### src/hw/csu_pkg.sv
package csu_pkg;

  // ==========================================================
  // Register byte offsets on the APB
  // ==========================================================
  localparam logic [7:0] UPPER_SELECT_CTRL_OFF    = 8'h00;
  localparam logic [7:0] LOWER_SELECT_CTRL_OFF    = 8'h04;
  localparam logic [7:0] MID_BASE_CTRL_OFF        = 8'h08;
  localparam logic [7:0] PERIPH_BASE_CTRL_OFF     = 8'h0c;
  localparam logic [7:0] MID_PERIPH_SIZE_CTRL_OFF = 8'h10;
  localparam logic [7:0] PIN_CFG_OFF              = 8'h14;
  localparam logic [7:0] STATUS_OFF               = 8'h18;
  localparam logic [7:0] PCB_BASE_OFF             = 8'h1c;

  // ==========================================================
  // Field layout shared by the select control registers
  // ==========================================================
  localparam int WAIT_LSB  = 0;   // Wait-state code, bits 2:0.
  localparam int WAIT_W    = 3;
  localparam int READY_BIT = 3;   // External ready required.
  localparam int SUPP_BIT  = 7;   // Address suppress (upper and lower only).
  localparam int IOMEM_BIT = 8;   // Peripheral selects in memory space.
  localparam int AMODE_BIT = 9;   // Top peripheral pins carry latched A2 and A1.
  localparam int BND_LSB   = 16;  // Boundary address bits 19:10.
  localparam int BND_W     = 10;
  localparam int MSIZE_LSB = 20;  // Midrange block size code, bits 22:20.
  localparam int MSIZE_W   = 3;
  localparam int PCB_MEM_BIT = 12;
  localparam int PIN_PERIPH_LSB = 4;

  // ==========================================================
  // Reset values
  // ==========================================================
  // Upper window F0000h to FFFFFh, ready required, three waits.
  localparam logic [31:0] UPPER_RESET = 32'h03c0_000b;
  localparam logic [31:0] ZERO_RESET  = 32'h0000_0000;
  // Control block at FC00h in I/O space.
  localparam logic [31:0] PCB_RESET   = 32'h003f_0000;

  // ==========================================================
  // Select indices and decode constants
  // ==========================================================
  localparam int NSEL       = 14;
  localparam int SEL_UPPER  = 0;
  localparam int SEL_LOWER  = 1;
  localparam int SEL_MID0   = 2;
  localparam int SEL_PER0   = 6;
  localparam int SEL_PCB    = 13;
  localparam int NMID       = 4;
  localparam int NPER       = 7;
  localparam int HIDDEN_PER = 4;   // Fifth peripheral select has no pin.
  localparam logic [19:0] TOP_ADDR = 20'hfffff;
  localparam logic [19:0] MID_MIN_SIZE = 20'h02000;  // 8 Kbyte block at code 0.
  localparam logic [19:0] PER_SPAN = 20'h00100;      // 256 bytes per select.

  // A bus cycle as presented by the bus interface unit.
  typedef struct packed {
    logic [19:0] addr;
    logic        is_io;
  } csu_cycle_t;

  // Wait and ready policy of one select.
  typedef struct packed {
    logic [3:0] waits;
    logic       ready_req;
  } csu_policy_t;

  // Wait code to count; extended codes only for the lower five peripherals.
  function automatic logic [3:0] csu_waits(input logic [2:0] code, input logic ext);
    logic [3:0] w;
    w = {2'b00, code[1:0]};
    if (ext && code[2]) begin
      case (code[1:0])
        2'b00:   w = 4'h5;
        2'b01:   w = 4'h7;
        2'b10:   w = 4'h9;
        default: w = 4'hf;
      endcase
    end
    return w;
  endfunction

  // Policy taken from a control register.
  function automatic csu_policy_t csu_pol(input logic [31:0] r, input logic ext);
    csu_policy_t p;
    p.waits     = csu_waits(r[WAIT_LSB +: WAIT_W], ext);
    p.ready_req = r[READY_BIT];
    return p;
  endfunction

  // Inclusive range test.
  function automatic logic csu_in(input logic [19:0] a, input logic [19:0] lo,
                                  input logic [19:0] hi);
    return (a >= lo) && (a <= hi);
  endfunction

endpackage

### src/hw/csu_wait_gen.sv
module csu_wait_gen
  import csu_pkg::*;
(
  input  wire logic        pclk,
  input  wire logic        presetn,
  input  wire logic        start,
  input  csu_pkg::csu_policy_t pol,
  input  wire logic        hang,
  input  wire logic        ready_in,
  output logic             busy,
  output logic             done
);
  import csu_pkg::*;

  typedef enum logic [2:0] {
    WG_IDLE  = 3'b001,
    WG_COUNT = 3'b010,
    WG_READY = 3'b100
  } csu_wg_state_t;

  csu_wg_state_t state_reg, state_next;
  logic [3:0]    cnt_reg, cnt_next;
  logic          rdy_reg, done_reg, done_next;

  // =========================================================
  // Wait counting and ready sampling
  // =========================================================
  // RULE_19: waits before ready
  // The programmed waits always finish before ready is looked at.
  always_comb begin
    state_next = state_reg;
    cnt_next   = cnt_reg;
    done_next  = 1'b0;
    case (state_reg)
      WG_IDLE: begin
        if (start) begin
          cnt_next   = pol.waits;
          state_next = (pol.waits == 4'h0) ? WG_READY : WG_COUNT;
        end
      end
      WG_COUNT: begin
        cnt_next = cnt_reg - 4'h1;
        if (cnt_reg == 4'h1) begin
          state_next = WG_READY;
        end
      end
      WG_READY: begin
        // RULE_08: mismatch hang hazard
        // A mismatched overlap never ends, just like a missing ready.
        if (!hang && (!rdy_reg || ready_in)) begin
          done_next  = 1'b1;
          state_next = WG_IDLE;
        end
      end
      default: state_next = WG_IDLE;
    endcase
  end

  // Ready policy is latched at start so a register write cannot change it mid-cycle.
  always_ff @(posedge pclk or negedge presetn) begin
    if (!presetn) begin
      state_reg <= WG_IDLE;
      cnt_reg   <= 4'h0;
      rdy_reg   <= 1'b0;
      done_reg  <= 1'b0;
    end else begin
      state_reg <= state_next;
      cnt_reg   <= cnt_next;
      done_reg  <= done_next;
      if (start && state_reg == WG_IDLE) begin
        rdy_reg <= pol.ready_req;
      end
    end
  end

  assign busy = (state_reg != WG_IDLE);
  assign done = done_reg;

endmodule

### src/hw/csu_top.sv
// Operation
// RULE_01: software gives overlapping selects identical wait policy
// RULE_02: control block select: zero waits, no ready
// RULE_03: suppress bit blanks address on select hit
// RULE_04: mid/periph waits apply even as I/O pins
// RULE_05: access to base/size registers enables selects
// RULE_06: hidden fifth periph select keeps wait logic
// RULE_07: address-bit mode disables top periph waits
// RULE_08: mismatched overlap stalls cycle like missing ready
// RULE_09: I/O periph never overlaps memory selects
// RULE_10: upper select resets F0000h-FFFFFh, ready, three waits
// RULE_11: upper range always ends at FFFFFh
// RULE_12: lower select from 00000h, off until written
// RULE_13: midrange block relocatable, software avoids other regions
// RULE_14: mid/periph follow mux phase, upper/lower earlier
// RULE_15: periph selects decode memory or I/O space
// RULE_16: periph off at reset; wait code ranges
// RULE_17: each periph select spans 256 bytes
// RULE_18: CPU and DMA cycles decode alike
// RULE_19: programmed waits finish before ready sampled
// RULE_20: each control register has ready-required bit
// RULE_21: overlapped selects share one merged policy
//
// The APB register port and the register addresses were decided locally.
module csu_top
  import csu_pkg::*;
(
  input  wire logic        pclk,
  input  wire logic        presetn,
  input  wire logic        psel,
  input  wire logic        penable,
  input  wire logic        pwrite,
  input  wire logic [7:0]  paddr,
  input  wire logic [31:0] pwdata,
  output logic [31:0]      prdata,
  output logic             pready,
  output logic             pslverr,
  input  wire logic        cyc_start,
  input  csu_pkg::csu_cycle_t cyc,
  input  wire logic        async_ready_in,
  input  wire logic        sync_ready_in,
  output logic             cyc_done,
  output logic             cyc_busy,
  output logic             address_suppress_bit,
  output logic             upper_mem_select_n,
  output logic             lower_mem_select_n,
  output logic [3:0]       mid_mem_select_n,
  output logic [6:0]       periph_select_n,
  output logic [3:0]       mid_prog_io_pin,
  output logic [6:0]       periph_prog_io_pin,
  output logic             pcb_select
);
  import csu_pkg::*;

  // ==========================================================
  // Register storage
  // ==========================================================
  logic [31:0] upper_select_ctrl_reg, lower_select_ctrl_reg, mid_base_ctrl_reg;
  logic [31:0] periph_base_ctrl_reg, mid_periph_size_ctrl_reg, pin_cfg_reg;
  logic [31:0] pcb_base_reg;
  logic        lower_en_reg, mid_base_seen_reg, mid_size_seen_reg;
  logic        per_base_seen_reg, per_size_seen_reg;
  logic [31:0] prdata_reg;

  // ==========================================================
  // APB decode
  // ==========================================================
  wire         setup_ph  = psel && !penable;
  wire         access_ph = psel && penable;
  wire         wr_acc    = access_ph && pwrite;
  wire         hit_upper = (paddr == UPPER_SELECT_CTRL_OFF);
  wire         hit_lower = (paddr == LOWER_SELECT_CTRL_OFF);
  wire         hit_mbase = (paddr == MID_BASE_CTRL_OFF);
  wire         hit_pbase = (paddr == PERIPH_BASE_CTRL_OFF);
  wire         hit_size  = (paddr == MID_PERIPH_SIZE_CTRL_OFF);
  wire         hit_pin   = (paddr == PIN_CFG_OFF);
  wire         hit_stat  = (paddr == STATUS_OFF);
  wire         hit_pcb   = (paddr == PCB_BASE_OFF);
  wire         mapped    = hit_upper | hit_lower | hit_mbase | hit_pbase | hit_size
                           | hit_pin | hit_stat | hit_pcb;
  wire         mid_en    = mid_base_seen_reg && mid_size_seen_reg;
  wire         per_en    = per_base_seen_reg && per_size_seen_reg;
  wire         hang_flag;
  wire         wg_busy;
  logic [31:0] rd_mux;

  // Registers answer at once, so pready is always high.
  assign pready  = 1'b1;
  assign pslverr = access_ph && !mapped;
  assign prdata  = prdata_reg;

  // Read data is picked in setup so that it comes from a flip-flop in access.
  always_comb begin
    rd_mux = 32'h0000_0000;
    case (1'b1)
      hit_upper: rd_mux = upper_select_ctrl_reg;
      hit_lower: rd_mux = lower_select_ctrl_reg;
      hit_mbase: rd_mux = mid_base_ctrl_reg;
      hit_pbase: rd_mux = periph_base_ctrl_reg;
      hit_size:  rd_mux = mid_periph_size_ctrl_reg;
      hit_pin:   rd_mux = pin_cfg_reg;
      hit_stat:  rd_mux = {26'h0, hang_flag, wg_busy, per_en, mid_en,
                           lower_en_reg, 1'b0};
      hit_pcb:   rd_mux = pcb_base_reg;
      default:   rd_mux = 32'h0000_0000;
    endcase
  end

  always_ff @(posedge pclk or negedge presetn) begin
    if (!presetn) begin
      prdata_reg <= ZERO_RESET;
    end else if (setup_ph) begin
      prdata_reg <= rd_mux;
    end
  end

  // Register writes take effect only at the access edge.
  // RULE_10: upper reset window
  always_ff @(posedge pclk or negedge presetn) begin
    if (!presetn) begin
      upper_select_ctrl_reg    <= UPPER_RESET;
      lower_select_ctrl_reg    <= ZERO_RESET;
      mid_base_ctrl_reg        <= ZERO_RESET;
      periph_base_ctrl_reg     <= ZERO_RESET;
      mid_periph_size_ctrl_reg <= ZERO_RESET;
      pin_cfg_reg              <= ZERO_RESET;
      pcb_base_reg             <= PCB_RESET;
    end else if (wr_acc) begin
      if (hit_upper) upper_select_ctrl_reg <= pwdata;
      if (hit_lower) lower_select_ctrl_reg <= pwdata;
      if (hit_mbase) mid_base_ctrl_reg <= pwdata;
      if (hit_pbase) periph_base_ctrl_reg <= pwdata;
      if (hit_size)  mid_periph_size_ctrl_reg <= pwdata;
      if (hit_pin)   pin_cfg_reg <= pwdata;
      if (hit_pcb)   pcb_base_reg <= pwdata;
    end
  end

  // Enables are sticky; any read or write of the base and size registers arms them.
  // RULE_05: access arms selects
  // RULE_12: lower off until written
  // RULE_16: periph off at reset
  always_ff @(posedge pclk or negedge presetn) begin
    if (!presetn) begin
      lower_en_reg      <= 1'b0;
      mid_base_seen_reg <= 1'b0;
      mid_size_seen_reg <= 1'b0;
      per_base_seen_reg <= 1'b0;
      per_size_seen_reg <= 1'b0;
    end else if (access_ph) begin
      if (hit_lower && pwrite) lower_en_reg <= 1'b1;
      if (hit_mbase) mid_base_seen_reg <= 1'b1;
      if (hit_pbase) per_base_seen_reg <= 1'b1;
      if (hit_size) begin
        mid_size_seen_reg <= 1'b1;
        per_size_seen_reg <= 1'b1;
      end
    end
  end

  // ==========================================================
  // Address decode
  // ==========================================================
  wire [19:0] a       = cyc.addr;
  wire        mem_cyc = !cyc.is_io;
  // RULE_11: upper ends at top
  wire [19:0] up_lo   = {upper_select_ctrl_reg[BND_LSB +: BND_W], 10'h000};
  wire [19:0] lo_hi   = {lower_select_ctrl_reg[BND_LSB +: BND_W], 10'h3ff};
  wire [19:0] mid_lo  = {mid_base_ctrl_reg[BND_LSB +: BND_W], 10'h000};
  wire [19:0] mid_sz  = MID_MIN_SIZE << mid_periph_size_ctrl_reg[MSIZE_LSB +: MSIZE_W];
  wire [19:0] mid_q   = mid_sz >> 2;
  wire [19:0] per_lo  = {periph_base_ctrl_reg[BND_LSB +: BND_W], 10'h000};
  wire        per_mem = mid_periph_size_ctrl_reg[IOMEM_BIT];
  wire        amode   = mid_periph_size_ctrl_reg[AMODE_BIT];
  wire [19:0] pcb_lo  = {pcb_base_reg[BND_LSB +: BND_W], 10'h000};
  wire        pcb_mem = pcb_base_reg[PCB_MEM_BIT];
  logic [NSEL-1:0]  hit;
  csu_policy_t      pol [NSEL];

  // Memory selects only see memory cycles; I/O peripherals only I/O cycles.
  // RULE_18: CPU and DMA alike
  // RULE_09: I/O is separate
  always_comb begin
    hit[SEL_UPPER] = mem_cyc && csu_in(a, up_lo, TOP_ADDR);
    hit[SEL_LOWER] = mem_cyc && lower_en_reg && csu_in(a, 20'h00000, lo_hi);
    // RULE_13: relocatable midrange block
    for (int i = 0; i < NMID; i++) begin
      hit[SEL_MID0 + i] = mem_cyc && mid_en &&
                          csu_in(a, mid_lo + mid_q * 20'(i), mid_lo + mid_q * 20'(i + 1) - 20'h1);
    end
    // RULE_15: memory or I/O space
    // RULE_17: 256-byte spans
    for (int i = 0; i < NPER; i++) begin
      hit[SEL_PER0 + i] = per_en && (per_mem ? mem_cyc : cyc.is_io) &&
                          csu_in(a, per_lo + PER_SPAN * 20'(i),
                                 per_lo + PER_SPAN * 20'(i + 1) - 20'h1);
    end
    // RULE_07: address mode drops waits
    if (amode) begin
      hit[SEL_PER0 + 5] = 1'b0;
      hit[SEL_PER0 + 6] = 1'b0;
    end
    // RULE_02: internal control block
    hit[SEL_PCB] = (pcb_mem ? mem_cyc : cyc.is_io) &&
                   csu_in(a, pcb_lo, pcb_lo + PER_SPAN - 20'h1);
  end

  // Policy per select; the control block is fixed at zero waits, no ready.
  // RULE_20: ready bit per register
  // RULE_16: extended codes low four; the code gives them to the lower five
  // RULE_06: hidden select kept
  always_comb begin
    pol[SEL_UPPER] = csu_pol(upper_select_ctrl_reg, 1'b0);
    pol[SEL_LOWER] = csu_pol(lower_select_ctrl_reg, 1'b0);
    for (int i = 0; i < NMID; i++) begin
      pol[SEL_MID0 + i] = csu_pol(mid_base_ctrl_reg, 1'b0);
    end
    for (int i = 0; i < NPER; i++) begin
      pol[SEL_PER0 + i] = (i < 5) ? csu_pol(periph_base_ctrl_reg, 1'b1)
                                  : csu_pol(mid_periph_size_ctrl_reg, 1'b0);
    end
    pol[SEL_PCB] = '{waits: 4'h0, ready_req: 1'b0};
  end

  // ==========================================================
  // Overlap merge
  // ==========================================================
  // RULE_21: one merged policy
  // RULE_04: pin mode ignored here
  // The merge takes the longest wait and any ready demand; a disagreement
  // is flagged and becomes the hang described for mismatched overlaps.
  csu_policy_t merged;
  logic        mismatch;
  always_comb begin
    merged   = '{waits: 4'h0, ready_req: 1'b0};
    mismatch = 1'b0;
    for (int i = 0; i < NSEL; i++) begin
      if (hit[i]) begin
        if (pol[i].waits > merged.waits) merged.waits = pol[i].waits;
        merged.ready_req = merged.ready_req | pol[i].ready_req;
      end
    end
    // RULE_01: software keeps them equal
    for (int i = 0; i < NSEL; i++) begin
      if (hit[i] && (pol[i] != merged)) mismatch = 1'b1;
    end
  end

  // ==========================================================
  // Bus cycle sequencing
  // ==========================================================
  logic [NSEL-1:0] cyc_hit_reg;
  logic            mux_ph_reg, supp_reg, hang_reg, addr_a2_reg, addr_a1_reg;
  wire             take = cyc_start && !wg_busy;

  // RULE_03: suppress on upper/lower hit
  wire supp_next = (hit[SEL_UPPER] && upper_select_ctrl_reg[SUPP_BIT]) ||
                   (hit[SEL_LOWER] && lower_select_ctrl_reg[SUPP_BIT]);

  // Hits are held for the whole cycle and dropped when the cycle ends.
  always_ff @(posedge pclk or negedge presetn) begin
    if (!presetn) begin
      cyc_hit_reg <= '0;
      mux_ph_reg  <= 1'b0;
      supp_reg    <= 1'b0;
      hang_reg    <= 1'b0;
      addr_a2_reg <= 1'b0;
      addr_a1_reg <= 1'b0;
    end else if (take) begin
      cyc_hit_reg <= hit;
      mux_ph_reg  <= 1'b0;
      supp_reg    <= supp_next;
      hang_reg    <= mismatch;
      addr_a2_reg <= a[2];
      addr_a1_reg <= a[1];
    end else if (cyc_done) begin
      cyc_hit_reg <= '0;
      mux_ph_reg  <= 1'b0;
      supp_reg    <= 1'b0;
    end else if (|cyc_hit_reg) begin
      mux_ph_reg  <= 1'b1;
    end
  end

  assign hang_flag = hang_reg && wg_busy;

  csu_wait_gen u_wait (
    .pclk     (pclk),
    .presetn  (presetn),
    .start    (take),
    .pol      (merged),
    .hang     (hang_reg),
    .ready_in (async_ready_in | sync_ready_in),
    .busy     (wg_busy),
    .done     (cyc_done)
  );

  // ==========================================================
  // Pin drive
  // ==========================================================
  // RULE_14: early and mux-phase selects
  // Upper, lower and the control block fire with the nonmultiplexed address; midrange and peripheral selects one cycle later.
  wire [3:0] mid_act = cyc_hit_reg[SEL_MID0 +: NMID] & {NMID{mux_ph_reg}};
  wire [6:0] per_act = cyc_hit_reg[SEL_PER0 +: NPER] & {NPER{mux_ph_reg}};
  wire [3:0] mid_pio = pin_cfg_reg[NMID-1:0];
  wire [6:0] per_pio = pin_cfg_reg[PIN_PERIPH_LSB +: NPER];

  assign cyc_busy             = wg_busy;
  assign address_suppress_bit = supp_reg;
  assign upper_mem_select_n   = !cyc_hit_reg[SEL_UPPER];
  assign lower_mem_select_n   = !cyc_hit_reg[SEL_LOWER];
  assign pcb_select           = cyc_hit_reg[SEL_PCB];
  // Pins in I/O mode stop showing the select, but their waits still count above.
  assign mid_mem_select_n     = ~(mid_act & ~mid_pio);
  assign mid_prog_io_pin      = mid_pio;
  assign periph_prog_io_pin   = per_pio;
  // The hidden select has no pin and always reads high.
  assign periph_select_n = {amode ? addr_a2_reg : !(per_act[6] && !per_pio[6]),
                            amode ? addr_a1_reg : !(per_act[5] && !per_pio[5]),
                            1'b1,
                            ~(per_act[3:0] & ~per_pio[3:0])};

endmodule

### config.mk
export PLATFORM = sky130hd
export DESIGN_NAME = csu_top
export DESIGN_NICKNAME = d
export VERILOG_FILES = /design/src/hw/csu_pkg.sv /design/src/hw/csu_wait_gen.sv /design/src/hw/csu_top.sv
export SDC_FILE = /design/constraint.sdc
export NUM_CORES = 1
export LEC_CHECK = 0
export BUFFER_PORTS_ARGS = -buffer_cell sky130_fd_sc_hd__buf_2
export CAP_MARGIN = 10
export CORE_MARGIN = 10
export CORE_UTILIZATION = 50
export CTS_BUF_LIST = sky130_fd_sc_hd__clkbuf_4 sky130_fd_sc_hd__clkbuf_8 sky130_fd_sc_hd__clkbuf_16
export CTS_CLUSTER_SIZE = 40
export DETAILED_ROUTE_END_ITERATION = 10
export PLACE_DENSITY = 0.64
export SKIP_LAST_GASP = 1
export SLEW_MARGIN = 20
export SYNTH_ARGS = -nofsm -noshare
export SYNTH_HDL_FRONTEND = slang
export SYNTH_SLANG_ARGS = --single-unit
### constraint.sdc
create_clock -name pclk -period 23.2 [get_ports pclk]
set_clock_uncertainty 0.15 [all_clocks]
set_input_delay 2.32 -clock pclk [delete_from_list [all_inputs] [get_ports pclk]]
set_output_delay 2.32 -clock pclk [all_outputs]
set_load 0.01 [all_outputs]
==> flow_summary_export.csv <==
group,metric,value,unit
clock_tree,cts.root.buffer_cell,"clkbuf_16",
finish,final_core_util,0.562,
setup_path,crit-reg2reg-launch,"mid_periph_size_ctrl_reg[20]",
grt,grt_max_degree,78,
timing,finalMaxSlewViolations,0,
timing,final_cycle_share,0.882,
clock_tree,max-clock-path-buffers,3,
yosys,count_of_flip_flops_with_a_built_in_enable_after_synthesis,0,
setup_path,crit_type,"input port to register",
outcome,outcome,"completed",
setup_path,critical_path.slowest_cell,"o31ai_1",
route,routed_wl,59800,µm
setup_path,setup.worst_path.start_class,"input port",
yosys,synth.cells.most_frequent,"274 x dfrtp_1, 219 x nand2_1, 206 x ha_1, 205 x o21ai_0, 177 x mux2_2",
yosys,synth.lib_cells_used.distinct,87,
grt,globalRouteOverflowTotal,0,
timing,worst_slew_margin_rel,0.249,
job,max_cap_violations,0,
route,route.detailed.wl_per_inst,22.2,µm
grt,grt_pass1_wl,94200,µm
power,pwr-share-comb,0.187,
timing,maximum_achievable_frequency,0.0489,GHz
yosys,top_area_cells_in_the_synthesized_netlist,"dfrtp_1 35%, ha_1 13%, mux2_2 10%",
yosys,ys_ff_latch,288,
finish,layout.nets,2427,
yosys,netlist_area,19700,µm²
yosys,synth_seq_area_share,0.367,
yosys,post_synth_inst_count,2073,
place,post-place-ws,2.51,ns
route,drc,0,
setup_path,end_kind,"register",
floorplanning,rows,72,
yosys,synth_top_area_share,0.348,
yosys,yosys_warnings,0,
clock_tree,cts_hold_repair.buffers,0,
timing,rsz0062_at_grt,"false",
setup_path,regToRegEndpoint,"hang_reg",
place,dp_hpwl,43300,µm
clock_tree,post-cts-setup-buffer-count,0,
clock_tree,tritoncts_clock_tree,"yes",
min_path,hold_path_depth,2,
route,first_iter_violations,1340,
timing,timing.final.hold_violations,0,
power,static-leakage-power,10.5,nW
setup_path,flop2flop_setup_slack,2.94,ns
setup_path,timing.critical_path.mode_cell,"ha_1",
place,port_buffers,128,
power,total_switching_power,0.000367,W
floorplanning,fp.dieArea,47700,µm²
power,clockPowerShare,0.393,
yosys,synth_flop_cell,"dfrtp_1",
setup_path,worstPathRequired,23.48,ns
yosys,synthMostInstantiatedCell,"dfrtp_1",
grt,groute.usage.overall,0.247,
power,power.ir.vdd_worst,0.0592,mV
clock_tree,htree_num_levels,1,
grt,antenna_found_initial,5,
route,viasPerCell,6.11,
clock_tree,worst_skew_pair.late_latency,0.57,ns
timing,setup_viol_count_final,0,
place,dpl_cell_area,20700,µm²
yosys,async_flop_share,1.00,
floorplanning,core,38800,µm²
timing,fin_crit,20.46,ns
finish,area_growth,10.8,%
timing,max_slew.worst_pin.slew,1.13,ns
floorplanning,die_w,218,µm
timing,finalSetupTns,0,ns
min_path,hold_path.class,"register to register",
power,internal-power,0.000906,W
setup_path,arrival,20.73,ns
setup_path,number_of_cells_traversed_by_the_worst_register_to_register_path,89,
setup_path,crit_path_max_incr_delay,0.91,ns
clock_tree,tritoncts.num_buffers,31,
min_path,min_from,"prdata[26]",
power,p_sw_frac,0.288,
timing,postLayoutSetupSlackWorst,2.74,ns
power,power_density,58.4,nW/µm²
floorplanning,floorplan.die.height,218,µm
finish,postLayoutCellArea,21800,µm²
route,drtPass1Iterations,5,
yosys,yosys.area.top_type,"dfrtp_1",
clock_tree,tritoncts_num_sinks,288,
floorplanning,start_util,0.507,
finish,fraction_of_layout_instances_using_a_drive_strength_above_1,0.203,
power,p_total,0.00127,W
min_path,worstHoldEndpoint,"prdata[26]",
yosys,synth_area_per_cell,9.49,µm²
power,power_frac_seq,0.420,
grt,grt_pass1_vias,16480,
setup_path,critical_path_peak_fanout,10,
floorplanning,ioPinCount,131,
clock_tree,cts_resized,0,
route,post_route_antenna_net_violation_count,0,
clock_tree,clk_pin_slew,0.06,ns
place,globalplace.congestion,0.910,
route,num_vias,16460,
## layout make-up
| class | count | area [µm²] |
|---|---|---|
| flip-flops and latches | 288 | 7220 |
| repair buffers | 151 | 831 |
| inverters | 137 | 514 |
| fillers | 3478 | 17000 |
| multi-input cells | 1541 | 11500 |
| clock inverters | 11 | 119 |
| clock buffers | 46 | 926 |
| well taps | 518 | 648 |
| diodes | 1 | 2.50 |
## worst max-delay path by stage
| stage | from | end | slack [ns] | depth (start not counted) |
|---|---|---|---|---|
| CTS | cyc[8] | hang_reg | 3.01 | 83 |
| finish | cyc[8] | hang_reg | 2.74 | 84 |
| floorplan | cyc[8] | hang_reg | 4.92 | 83 |
| global route | mid_periph_size_ctrl_reg[20] | hang_reg | 1.14 | 89 |
| detailed placement | cyc[8] | hang_reg | 2.51 | 83 |
| global placement | cyc[8] | hang_reg | 2.97 | 83 |
## metrics by stage
step | cells | hold WS, ns
after floorplan | 2074 | 0.292
after detailed placement | 2634 | 0.311
final | 2693 | 0.327
after global routing | 2693 | 0.340
after CTS | 2691 | 0.326
after global placement | 2634 | 0.303
## per-layer routing
| metal | global-route usage | share of wire |
|---|---|---|
| met1 | 0.335 | 0.44 |
| met2 | 0.410 | 0.47 |
| met3 | 0.0298 | 0.060 |
| met4 | 0.0618 | 0.022 |
| met5 | 0 | 0.0012 |
## placed cells by master (no fill, tap or decap), types with 7 or more instances in the layout
master       n
nor2b_1     21
clkbuf_16   31
a21o_1      12
o211ai_1    10
a222oi_1    27
a211o_1      7
a211oi_1    17
mux2_2     177
o22ai_1     10
nand2b_1    11
nor2_1      66
nand4_1     31
inv_1      137
xor2_1      18
o221ai_1     8
o21ai_0    205
buf_2      127
dfstp_2     14
a22o_1      30
nand2_1    219
a21oi_1     97
and3_1      15
a221oi_1    12
mux2i_1      8
nor4_1      13
nand3_1     65
clkbuf_4     9
xnor2_1     58
dfrtp_1    274
nand3b_1    21
buf_4       22
ha_1       206
or2_2        7
nor3_1      28
a31oi_1     17
## cell families after synthesis
group                      share of synthesized area
and+or+nand+nor                                0.137
AOI/OAI and AO/OA                              0.171
DFF                                            0.367
buffers and inverters                         0.0500
adders and majority gates                      0.134
muxes                                          0.108
xor gates and xnor gates                      0.0338
other                                       0.000191
## power groups by stage
stage | clock, W | sequential (W) | combinational (W)
final | 0.000500 | 0.000534 | 0.000238
after global routing | 0.000527 | 0.000536 | 0.000268
after CTS | 0.000508 | 0.000534 | 0.000238
after detailed placement | 0 | 0.000542 | 0.000237
after global placement | 0 | 0.000542 | 0.000231
after floorplan | 0 | 0.000536 | 0.000159
## worst max-delay path: cells and delay by family
family                   cells  cell delay, ns
AO/OA/AOI/OAI               35            6.88
AND/OR/NAND/NOR             21            5.17
adder cells (fa/ha/maj)     12            3.29
multiplexers                 7            2.53
buffers and inverters        9            0.55
(Power assumes the default switching activity.)
